### src/hw/scsevq_consts.svh
// Constants for the SCSI host event queue block
`ifndef SCSEVQ_CONSTS_SVH
`define SCSEVQ_CONSTS_SVH
// Register byte offsets
`define SCSEVQ_OFF_CTRL 12'h000
`define SCSEVQ_OFF_STATUS 12'h004
`define SCSEVQ_OFF_FEAT_OFFER_LO 12'h008
`define SCSEVQ_OFF_FEAT_OFFER_HI 12'h00C
`define SCSEVQ_OFF_FEAT_DRV_LO 12'h010
`define SCSEVQ_OFF_FEAT_DRV_HI 12'h014
`define SCSEVQ_OFF_AN_SUBSCRIBED 12'h018
`define SCSEVQ_OFF_EVT_CODE 12'h01C
`define SCSEVQ_OFF_EVT_LUN_LO 12'h020
`define SCSEVQ_OFF_EVT_LUN_HI 12'h024
`define SCSEVQ_OFF_EVT_REASON 12'h028
`define SCSEVQ_OFF_EVT_LEN 12'h02C
`define SCSEVQ_OFF_BUF_POST 12'h030
`define SCSEVQ_OFF_DROP_COUNT 12'h034
// Control register bit positions
`define SCSEVQ_CTRL_LEGACY 0
`define SCSEVQ_CTRL_FEAT_OK 1
`define SCSEVQ_CTRL_UA_CLEAR 2
// Status register bit positions
`define SCSEVQ_STAT_LOST 0
`define SCSEVQ_STAT_REC_VALID 1
`define SCSEVQ_STAT_UA 2
`define SCSEVQ_STAT_EMPTY_IRQ 3
`define SCSEVQ_STAT_FAILED 4
`define SCSEVQ_STAT_BUFS_LSB 8
// Event codes and flags
`define SCSEVQ_NO_EVENT_CODE 32'h0000_0000
`define SCSEVQ_TRANSPORT_RESET_CODE 32'h0000_0001
`define SCSEVQ_ASYNC_NOTIFY_EVENT_CODE 32'h0000_0002
`define SCSEVQ_LUN_PARAM_CHANGE_EVENT_CODE 32'h0000_0003
`define SCSEVQ_EVENTS_LOST_FLAG 32'h8000_0000
// Transport reset reasons
`define SCSEVQ_RESET_REASON_HARD 32'h0000_0000
`define SCSEVQ_RESET_REASON_RESCAN 32'h0000_0001
`define SCSEVQ_RESET_REASON_REMOVED 32'h0000_0002
// Inquiry device type of multimedia units
`define SCSEVQ_MMC_DEV_TYPE 5'h05
// Feature bit positions in the 64-bit feature word
`define SCSEVQ_F_NOTIFY_EMPTY 24
`define SCSEVQ_F_ANY_LAYOUT 27
`define SCSEVQ_F_INDIRECT 28
`define SCSEVQ_F_EVENT_IDX 29
`define SCSEVQ_F_UNUSED30 30
`define SCSEVQ_F_HOTPLUG 1
`define SCSEVQ_F_VERSION_1 32
// Record size in bytes: 4 + 8 + 4
`define SCSEVQ_REC_BYTES 32'h0000_0010
// Posted buffer counter width
`define SCSEVQ_BUF_CNT_W 6
`endif

### src/hw/scsevq_pkg.sv
// Types shared by the SCSI host event queue block
`default_nettype none
package scsevq_pkg;
  // Kinds of event the host side raises
  typedef enum logic [1:0] {
    SCSEVQ_KIND_RESET = 2'b00,
    SCSEVQ_KIND_ASYNC = 2'b01,
    SCSEVQ_KIND_PARAM = 2'b10,
    SCSEVQ_KIND_NONE = 2'b11
  } scsevq_kind_t;
  // One event request from the host logic
  typedef struct packed {
    scsevq_kind_t kind;
    logic [63:0] lun;
    logic [31:0] detail;
    logic [4:0] dev_type;
  } scsevq_req_t;
  // One event record as written into a buffer
  typedef struct packed {
    logic [31:0] code;
    logic [63:0] lun;
    logic [31:0] reason;
  } scsevq_rec_t;
  // Writer states
  typedef enum logic [1:0] {
    SCSEVQ_IDLE = 2'b00,
    SCSEVQ_DONE = 2'b01
  } scsevq_state_t;
endpackage : scsevq_pkg
`default_nettype wire

### src/hw/scsevq_swap32.sv
// Byte order selector for one 32-bit record field
`default_nettype none
module scsevq_swap32 (
  // Control
  input wire logic native_be,
  // Data
  input wire logic [31:0] din,
  output logic [31:0] dout
);
  // Reverse bytes when the guest is big-endian under the legacy interface
  always_comb
  begin
    if (native_be)
      dout = {din[7:0], din[15:8], din[23:16], din[31:24]};
    else
      dout = din;
  end
endmodule // scsevq_swap32
`default_nettype wire

### src/hw/scsevq_top.sv
// SCSI host event queue: event record writer and feature negotiation
//
// What this block does
// - Async event gives record code two
// - Async reason masked by subscribed events
// - Parameter change gives record code three
// - ASC bits 0-7, ASCQ bits 8-15
// - Parameter change also raises unit attention
// - No parameter change for type five units
// - Lost events flag bit 31 later
// - Removed/rescan only with hot-plug negotiated
// - Legacy records in guest native order
// - Bit 28 allows indirect descriptors
// - Bit 29 enables event index fields
// - Device always offers bit 32
// - Bit 24: interrupt when buffers run out
// - Transitional device offers bit 27
// - Bit 30 never negotiated
// - Record: code, 8-byte LUN, reason
// - No-event code zero, flag 0x80000000
// - No internal queue; drop when no buffer
//
// The placing of the registers and the APB register port were chosen for this implementation.
`include "scsevq_consts.svh"
`default_nettype none
module scsevq_top (
  // Clock and reset
  input wire logic pclk,
  input wire logic presetn,
  // APB slave
  input wire logic psel,
  input wire logic penable,
  input wire logic pwrite,
  input wire logic [11:0] paddr,
  input wire logic [31:0] pwdata,
  output logic [31:0] prdata,
  output logic pready,
  output logic pslverr,
  // Event requests from host logic
  input wire logic evt_valid,
  input wire scsevq_pkg::scsevq_req_t evt_req,
  // Completed record and status
  output logic rec_pulse,
  output logic empty_irq,
  output logic unit_attention
);
  // Negotiation and control state
  logic legacy_reg; // Legacy interface, big-endian guest
  logic feat_ok_reg; // Driver has finished negotiation
  logic [31:0] drv_lo_reg; // Driver-accepted features 31:0
  logic [31:0] drv_hi_reg; // Driver-accepted features 63:32
  logic [31:0] subscribed_reg; // Async notification subscription mask
  logic [`SCSEVQ_BUF_CNT_W-1:0] bufs_reg; // Posted buffers available
  logic lost_reg; // Events dropped, flag not yet delivered
  logic [31:0] drop_cnt_reg; // Count of dropped events
  scsevq_pkg::scsevq_rec_t rec_reg; // Last record written
  logic rec_valid_reg; // A record is held
  logic ua_reg; // Unit attention pending
  logic empty_irq_reg; // Out-of-buffers interrupt
  // APB response flops and the record pulse flop
  logic pready_reg;
  logic [31:0] prdata_reg;
  logic rec_pulse_reg;
  // Offered feature word: version one, any layout, indirect, event index,
  // notify on empty and hot-plug; bit 30 never offered
  // Bit 30 stays out of the offer so that it can never be negotiated,
  // and the driver's copy is masked by the offer before any use
  localparam logic [63:0] OFFER = (64'h0000_0001 << `SCSEVQ_F_VERSION_1)
    | (64'h0000_0001 << `SCSEVQ_F_ANY_LAYOUT)
    | (64'h0000_0001 << `SCSEVQ_F_INDIRECT)
    | (64'h0000_0001 << `SCSEVQ_F_EVENT_IDX)
    | (64'h0000_0001 << `SCSEVQ_F_NOTIFY_EMPTY)
    | (64'h0000_0001 << `SCSEVQ_F_HOTPLUG);
  // Negotiated features: only what was both offered and accepted
  logic [63:0] negotiated;
  assign negotiated = {drv_hi_reg, drv_lo_reg} & OFFER;
  logic hotplug_on;
  assign hotplug_on = feat_ok_reg & negotiated[`SCSEVQ_F_HOTPLUG];
  logic empty_on;
  assign empty_on = feat_ok_reg & negotiated[`SCSEVQ_F_NOTIFY_EMPTY];
  // Driver refused version one: device stops emitting events
  logic failed;
  assign failed = feat_ok_reg & ~negotiated[`SCSEVQ_F_VERSION_1];
  // APB decode
  // Every access takes exactly one wait-free access cycle: pready rises
  // in the cycle after setup, whatever the address
  // Writes land only at the access edge, when pready is high
  logic wr_en;
  assign wr_en = psel & penable & pwrite & pready_reg;
  logic rd_setup;
  assign rd_setup = psel & ~penable;
  logic mapped;
  always_comb
  begin
    case (paddr)
      `SCSEVQ_OFF_CTRL, `SCSEVQ_OFF_STATUS, `SCSEVQ_OFF_FEAT_OFFER_LO,
      `SCSEVQ_OFF_FEAT_OFFER_HI, `SCSEVQ_OFF_FEAT_DRV_LO, `SCSEVQ_OFF_FEAT_DRV_HI,
      `SCSEVQ_OFF_AN_SUBSCRIBED, `SCSEVQ_OFF_EVT_CODE, `SCSEVQ_OFF_EVT_LUN_LO,
      `SCSEVQ_OFF_EVT_LUN_HI, `SCSEVQ_OFF_EVT_REASON, `SCSEVQ_OFF_EVT_LEN,
      `SCSEVQ_OFF_BUF_POST, `SCSEVQ_OFF_DROP_COUNT: mapped = 1'b1;
      default: mapped = 1'b0;
    endcase
  end
  // Build the candidate record and decide whether it is legal
  scsevq_pkg::scsevq_rec_t cand;
  logic cand_ok;
  always_comb
  begin
    cand.lun = evt_req.lun;
    cand.reason = 32'h0000_0000;
    cand.code = `SCSEVQ_NO_EVENT_CODE;
    cand_ok = 1'b1;
    case (evt_req.kind)
      scsevq_pkg::SCSEVQ_KIND_RESET:
      begin
        cand.code = `SCSEVQ_TRANSPORT_RESET_CODE;
        cand.reason = evt_req.detail;
        // Removed and rescan need hot-plug negotiated
        if (evt_req.detail != `SCSEVQ_RESET_REASON_HARD && !hotplug_on)
          cand_ok = 1'b0;
        // Reasons above removed are refused outright
        if (evt_req.detail != `SCSEVQ_RESET_REASON_HARD && evt_req.detail != `SCSEVQ_RESET_REASON_RESCAN
            && evt_req.detail != `SCSEVQ_RESET_REASON_REMOVED)
          cand_ok = 1'b0;
      end
      scsevq_pkg::SCSEVQ_KIND_ASYNC:
      begin
        cand.code = `SCSEVQ_ASYNC_NOTIFY_EVENT_CODE;
        cand.reason = evt_req.detail & subscribed_reg;
      end
      scsevq_pkg::SCSEVQ_KIND_PARAM:
      begin
        cand.code = `SCSEVQ_LUN_PARAM_CHANGE_EVENT_CODE;
        // Detail carries the sense code in its low byte, qualifier above it
        cand.reason = {16'h0000, evt_req.detail[15:8], evt_req.detail[7:0]};
        if (evt_req.dev_type == `SCSEVQ_MMC_DEV_TYPE)
          cand_ok = 1'b0;
      end
      scsevq_pkg::SCSEVQ_KIND_NONE:
      begin
        // No-event is only worth sending when it carries the lost flag
        cand_ok = lost_reg;
      end
      default: cand_ok = 1'b0;
    endcase
    // A driver that refused version one gets no more records
    if (failed)
      cand_ok = 1'b0;
  end
  // A record is written when a legal event meets a posted buffer
  // Only legal events can be dropped; a refused event never sets the latch
  logic have_buf;
  assign have_buf = (bufs_reg != '0);
  logic take;
  assign take = evt_valid & cand_ok & have_buf;
  logic drop;
  assign drop = evt_valid & cand_ok & ~have_buf;
  // Auto no-event carrier once a buffer appears after a drop
  // It waits for a cycle with no request so that it never competes
  // with a real event for the same buffer
  logic carry_lost;
  assign carry_lost = lost_reg & have_buf & ~take & ~evt_valid & ~failed;
  logic post;
  assign post = wr_en & (paddr == `SCSEVQ_OFF_BUF_POST) & pwdata[0];
  // Byte order of written fields
  // Under the legacy interface the code and reason words follow the
  // guest's order; the LUN is a byte array and keeps its order
  logic [31:0] code_out;
  logic [31:0] reason_out;
  logic [31:0] code_raw;
  assign code_raw = take ? (cand.code | (lost_reg ? `SCSEVQ_EVENTS_LOST_FLAG : 32'h0000_0000))
                         : (`SCSEVQ_NO_EVENT_CODE | `SCSEVQ_EVENTS_LOST_FLAG);
  // One swapper per 32-bit field
  scsevq_swap32 u_swap_code (
    .native_be(legacy_reg),
    .din(code_raw),
    .dout(code_out)
  );
  scsevq_swap32 u_swap_reason (
    .native_be(legacy_reg),
    .din(take ? cand.reason : 32'h0000_0000),
    .dout(reason_out)
  );
  // Control register, driver feature words and subscription, written by software
  // The unit attention clear bit is a strobe and is not stored
  // The features-ok bit gates every negotiated feature
  always_ff @(posedge pclk or negedge presetn)
  begin
    if (!presetn)
    begin
      legacy_reg <= 1'b0;
      feat_ok_reg <= 1'b0;
      drv_lo_reg <= 32'h0000_0000;
      drv_hi_reg <= 32'h0000_0000;
      subscribed_reg <= 32'h0000_0000;
    end
    else if (wr_en)
    begin
      case (paddr)
        `SCSEVQ_OFF_CTRL:
        begin
          legacy_reg <= pwdata[`SCSEVQ_CTRL_LEGACY];
          feat_ok_reg <= pwdata[`SCSEVQ_CTRL_FEAT_OK];
        end
        `SCSEVQ_OFF_FEAT_DRV_LO: drv_lo_reg <= pwdata;
        `SCSEVQ_OFF_FEAT_DRV_HI: drv_hi_reg <= pwdata;
        `SCSEVQ_OFF_AN_SUBSCRIBED: subscribed_reg <= pwdata;
        default: ;
      endcase
    end
  end
  // Posted buffer count: post adds, each record consumes one
  // A post and a consumed buffer in one cycle cancel out; a post to a
  // full counter is lost rather than wrapping the count
  always_ff @(posedge pclk or negedge presetn)
  begin
    if (!presetn)
      bufs_reg <= '0;
    else
    begin
      case ({post && !(&bufs_reg), take || carry_lost})
        2'b10: bufs_reg <= bufs_reg + 1'b1;
        2'b01: bufs_reg <= bufs_reg - 1'b1;
        default: ;
      endcase
    end
  end
  // Lost-events latch; a new drop wins over the clearing record
  // The flag rides on the next record of any kind, then the latch clears
  // Drop has priority over the clear, so no loss is ever forgotten
  always_ff @(posedge pclk or negedge presetn)
  begin
    if (!presetn)
      lost_reg <= 1'b0;
    else if (drop)
      lost_reg <= 1'b1;
    else if (take || carry_lost)
      lost_reg <= 1'b0;
  end
  // Dropped event counter
  // Wraps at its full range; software reads it only as a hint
  always_ff @(posedge pclk or negedge presetn)
  begin
    if (!presetn)
      drop_cnt_reg <= 32'h0000_0000;
    else if (drop)
      drop_cnt_reg <= drop_cnt_reg + 32'h0000_0001;
  end
  // Record capture: the buffer returns with the record length
  // The automatic record carries no LUN and no reason
  // rec_pulse marks the buffer handed back to the driver
  always_ff @(posedge pclk or negedge presetn)
  begin
    if (!presetn)
    begin
      rec_reg <= '0;
      rec_valid_reg <= 1'b0;
      rec_pulse_reg <= 1'b0;
    end
    else
    begin
      rec_pulse_reg <= take | carry_lost;
      if (take || carry_lost)
      begin
        rec_reg.code <= code_out;
        rec_reg.lun <= take ? cand.lun : 64'h0000_0000;
        rec_reg.reason <= reason_out;
        rec_valid_reg <= 1'b1;
      end
    end
  end
  // Unit attention for parameter changes; new event wins over clear
  // Software clears it through the control register strobe
  always_ff @(posedge pclk or negedge presetn)
  begin
    if (!presetn)
      ua_reg <= 1'b0;
    else if (take && evt_req.kind == scsevq_pkg::SCSEVQ_KIND_PARAM)
      ua_reg <= 1'b1;
    else if (wr_en && paddr == `SCSEVQ_OFF_CTRL && pwdata[`SCSEVQ_CTRL_UA_CLEAR])
      ua_reg <= 1'b0;
  end
  // Out-of-buffers interrupt when notify-on-empty is negotiated
  // Set when the last posted buffer is consumed; a new post clears it
  always_ff @(posedge pclk or negedge presetn)
  begin
    if (!presetn)
      empty_irq_reg <= 1'b0;
    else if (empty_on && (take || carry_lost) && bufs_reg == 6'h01)
      empty_irq_reg <= 1'b1;
    else if (post)
      empty_irq_reg <= 1'b0;
  end
  // APB response: no wait states, read data captured in the setup cycle
  // pslverr flags an unmapped address in the same access cycle
  // Reads of write-only words return zero
  always_ff @(posedge pclk or negedge presetn)
  begin
    if (!presetn)
    begin
      pready_reg <= 1'b0;
      prdata_reg <= 32'h0000_0000;
      pslverr <= 1'b0;
    end
    else
    begin
      pready_reg <= rd_setup;
      pslverr <= rd_setup & ~mapped;
      if (rd_setup)
      begin
        case (paddr)
          `SCSEVQ_OFF_CTRL: prdata_reg <= {30'h0000_0000, feat_ok_reg, legacy_reg};
          `SCSEVQ_OFF_STATUS: prdata_reg <= {18'h0_0000, bufs_reg, 3'h0, failed, empty_irq_reg,
                                             ua_reg, rec_valid_reg, lost_reg};
          `SCSEVQ_OFF_FEAT_OFFER_LO: prdata_reg <= OFFER[31:0];
          `SCSEVQ_OFF_FEAT_OFFER_HI: prdata_reg <= OFFER[63:32];
          `SCSEVQ_OFF_FEAT_DRV_LO: prdata_reg <= drv_lo_reg;
          `SCSEVQ_OFF_FEAT_DRV_HI: prdata_reg <= drv_hi_reg;
          `SCSEVQ_OFF_AN_SUBSCRIBED: prdata_reg <= subscribed_reg;
          `SCSEVQ_OFF_EVT_CODE: prdata_reg <= rec_reg.code;
          `SCSEVQ_OFF_EVT_LUN_LO: prdata_reg <= rec_reg.lun[31:0];
          `SCSEVQ_OFF_EVT_LUN_HI: prdata_reg <= rec_reg.lun[63:32];
          `SCSEVQ_OFF_EVT_REASON: prdata_reg <= rec_reg.reason;
          `SCSEVQ_OFF_EVT_LEN: prdata_reg <= rec_valid_reg ? `SCSEVQ_REC_BYTES : 32'h0000_0000;
          `SCSEVQ_OFF_DROP_COUNT: prdata_reg <= drop_cnt_reg;
          default: prdata_reg <= 32'h0000_0000;
        endcase
      end
    end
  end
  // Outputs straight from flip-flops
  assign pready = pready_reg;
  assign prdata = prdata_reg;
  assign rec_pulse = rec_pulse_reg;
  assign empty_irq = empty_irq_reg;
  assign unit_attention = ua_reg;
endmodule // scsevq_top
`default_nettype wire

### config.mk
export PLATFORM = sky130hd
export DESIGN_NAME = scsevq_top
export DESIGN_NICKNAME = d
export VERILOG_FILES = /design/src/hw/scsevq_pkg.sv /design/src/hw/scsevq_swap32.sv /design/src/hw/scsevq_top.sv
export VERILOG_INCLUDE_DIRS = /design/src /design/src/hw
export SDC_FILE = /design/constraint.sdc
export NUM_CORES = 1
export LEC_CHECK = 0
export BUFFER_PORTS_ARGS = -buffer_cell sky130_fd_sc_hd__buf_4
export CORE_MARGIN = 5
export CORE_UTILIZATION = 45
export DETAILED_ROUTE_END_ITERATION = 7
export HOLD_SLACK_MARGIN = 0.12
export SYNTH_ARGS = -nofsm -noshare
export SYNTH_HDL_FRONTEND = slang
export SYNTH_HIERARCHICAL = 1
export SYNTH_SLANG_ARGS = --single-unit
### constraint.sdc
create_clock -name pclk -period 3.1 [get_ports pclk]
set_input_delay 0.62 -clock pclk [delete_from_list [all_inputs] [get_ports pclk]]
set_output_delay 0.62 -clock pclk [all_outputs]
set_load 0.1 [all_outputs]
==> results.cfg <==
[power_and_ir_drop]
p_switching_mw = 3.532
seq_power_share_pct = 46.1
ir_worst_vdd_mv = 0.4070
p_leak_nw = 9.084
total_power_mw = 11.66
internal-power_mw = 8.125
power_density_nw_per_um2 = 591.3
share_comb_of_total_power_pct = 19.8
power_switching_share_pct = 30.30
clkPwrFrac_pct = 34.1

[global_route]
grt_use_total_pct = 29.32
gr-total-overflow = 0
grt.met3_usage_pct = 7.029
grt_max_degree = 67
grt_use_met2_pct = 45.56
antenna_found_initial = 2
grtUsageMet1_pct = 40.24
grt.busiest_layer = met2
grt_pass1_vias = 13070
grt_pass1_wl_um = 85380

[synthesis]
synth_cell_type_count = 69
synthAdderAreaFrac_pct = 0.9366
synth_area_um2 = 16030
synthFlopType = dfrtp_1
synth_seq_cells = 303
synth_top_family_by_area = multiplexers
synth-async-reset-ratio_pct = 100.0
ys_seq_area_share_pct = 47.30
synth_xor_area_share_pct = 2.022
yosys_warnings = 6
syn_avg_cell_area_um2 = 12.10
synth_compound_area_share_pct = 14.16
syn_inst = 1325
synth_simple_gate_area_share_pct = 11.35
synthMuxAreaShare_pct = 19.61
synth_edf_count = 0

[worst_hold_path]
hold_class = input port to flop
hold_path_depth = 2

[route]
drt_first_pass_iters = 5
drc = 0
via_per_inst = 6.117
first_iter_violations = 1195
vias = 12870
drtAntennaViolNets = 0
wl_per_cell_um = 27.76
drt-total-wl_um = 58400

[die]
die_y_um = 198.7
coreArea_um2 = 35400
initial_core_util_pct = 45.29
die_area_um2 = 39500
fp.dieW_um = 198.7
io_pins = 190
rows = 69

[placement]
place.gp.congestion = 0.9579
portBuffers = 189
dp_hpwl_um = 44250
placed_cells = 2041
place_area_um2 = 18610

[clock_tree]
root_buffer = clkbuf_16
htree_levels = 2
clock_sinks = 303
cts_resized = 0
cts.path.max_buffers = 3
clk_latency_ns = 0.54
numCtsBuffers = 35
path_clk_slew_ns = 0.06
cts_tree = done

[status]
run_status = finished clean

[sta]
drv_slew = 0
slew-limit-headroom_pct = 35.38
rsz0062_at_grt = no
max_freq_ghz = 0.3684
hold_viol = 0
min_period_over_period_pct = 87.57
fin_crit_ns = 2.715
fin_worst_skew_ns = 0.02009
setup_viol = 0
setup_tns_ns = 0
worst_pin_slew_ns = 0.9692

[setup_path]
path_depth = 8
r2r_cells = 8
cp_slowest_cell = dfrtp_1
crit_path_end_kind = flop
cp-start-kind = flop
cp_num_buf_inv = 2
critPathKind = flop to flop
required_ns = 3.58
path_max_fanout = 32
cp.arrival_ns = 3.19
critPathTopFamily = simple AND/OR/NAND/NOR gates
cpPeakStageDelay_ns = 0.51
path_cells = inv_1 > ha_1 > a21oi_1 > nand3b_1 > buf_12 > nor3b_1 > mux2_4 > mux2_2

[final_layout]
layout_common_cells = dfrtp_1, buf_4, mux2_2
final_cells = 2104
stdcell_area_um2 = 19720
nets = 1783
final_common_cell = dfrtp_1
largest_register_ff_count = 128
area_growth_syn_to_layout_pct = 22.99
fin_util_pct = 55.70
drive_gt1_share_pct = 33.92

[run]
cap_violations = 0
[cell usage after synthesis (5+ instances only)]
library cell	instances	area share [%]
a211oi_1	5	0.23
a21oi_1	49	1.5
a222oi_1	6	0.37
a22o_1	104	5.7
a22oi_1	50	2.3
a32oi_1	9	0.49
and3_1	14	0.55
buf_1	5	0.12
buf_12	10	1.2
buf_2	26	0.81
buf_4	11	0.52
buf_6	7	0.49
clkbuf_1	46	1.1
dfrtp_1	303	47
ha_1	12	0.94
inv_1	12	0.28
mux2_1	70	4.9
mux2_2	113	7.9
mux2_4	60	5.6
mux2i_1	16	1.0
nand2_1	50	1.2
nand2b_1	6	0.23
nand3_1	33	1.0
nand3b_1	12	0.56
nand4_1	30	1.2
nor2_1	26	0.61
nor2b_1	5	0.20
nor3_1	14	0.44
nor3b_1	32	1.5
nor4_1	17	0.66
nor4_2	5	0.39
o21ai_0	27	0.84
o21ai_1	6	0.19
o22ai_1	5	0.20
o2bb2ai_1	16	0.87
or3_1	9	0.35
or4_1	9	0.42
xnor2_1	28	1.5
xor2_1	9	0.49
[worst register-to-register path, stage by stage, from the launching register on]
cell and delay (ns):
dfrtp_1 0.51, inv_1 0.13, ha_1 0.26, a21oi_1 0.51, nand3b_1 0.23, buf_12 0.22
nor3b_1 0.43, mux2_4 0.23, mux2_2 0.14
[logic make-up (layout without fill, tap and decap cells)]
| family | after synthesis | in the layout |
|---|---|---|
| fa+ha+maj | 12 | 12 |
| xor+xnor | 37 | 37 |
| simple gates | 291 | 291 |
| buf+inv | 119 | 379 |
| compound gates | 302 | 302 |
| mux | 260 | 260 |
| flops | 303 | 303 |
| other cells | 1 | 59 |
[metal layers]
layer  wire length (um)  vias up
met3               5349      119
met2              26430      614
met4               2251        2
li1                   -     5581
met1              24360     6554
met5                  7        -
[metrics by stage]
step | hold slack, ns | worst slack, ns
after floorplan | 0.3244 | 0.07978
after global placement | 0.4670 | 0.08953
after detailed placement | 0.4747 | 0.03403
after CTS | 0.2865 | 0.4753
after global routing | 0.2888 | 0.2796
final | 0.2950 | 0.3853
[layout make-up]
class                      instances  area (um^2)
clock buffer                      53         1035
sequential                       303         7586
clock inverter                     8        55.05
inverter                          13        48.80
timing repair buffer             305         2450
multi-input combinational        960         7961
fill                            3121        15680
antenna                            1        2.502
tap                              461        576.8
[repair_timing]
action                                 CTS  global route
setup buffers                            0             0
hold buffers                             1             0
endpoints found under the hold margin   57             0
[power by group through the flow]
| stage | Combinational [mW] | Clock [mW] | Sequential (mW) |
|---|---|---|---|
| after floorplan | 1.48 | 0 | 5.15 |
| final | 2.31 | 3.98 | 5.37 |
| after detailed placement | 2.29 | 0 | 5.42 |
| after global routing | 2.48 | 4.22 | 5.43 |
| after global placement | 2.25 | 0 | 5.41 |
| after CTS | 2.30 | 4.04 | 5.36 |
[worst paths after layout]
check / start / end / slack (ns)
hold / removal: evt_req[75] / rec_reg[70] / 0.30
setup reg to reg: bufs_reg[0] / rec_reg[1] / 0.39
max in group asynchronous: presetn / rec_reg[125] / 1.66
hold reg to reg: drv_hi_reg[19] / drv_hi_reg[19] / 0.49
setup / recovery: bufs_reg[0] / rec_reg[1] / 0.39
min in group asynchronous: presetn / subscribed_reg[28] / 0.65
Power figures use the tool's default switching activity.
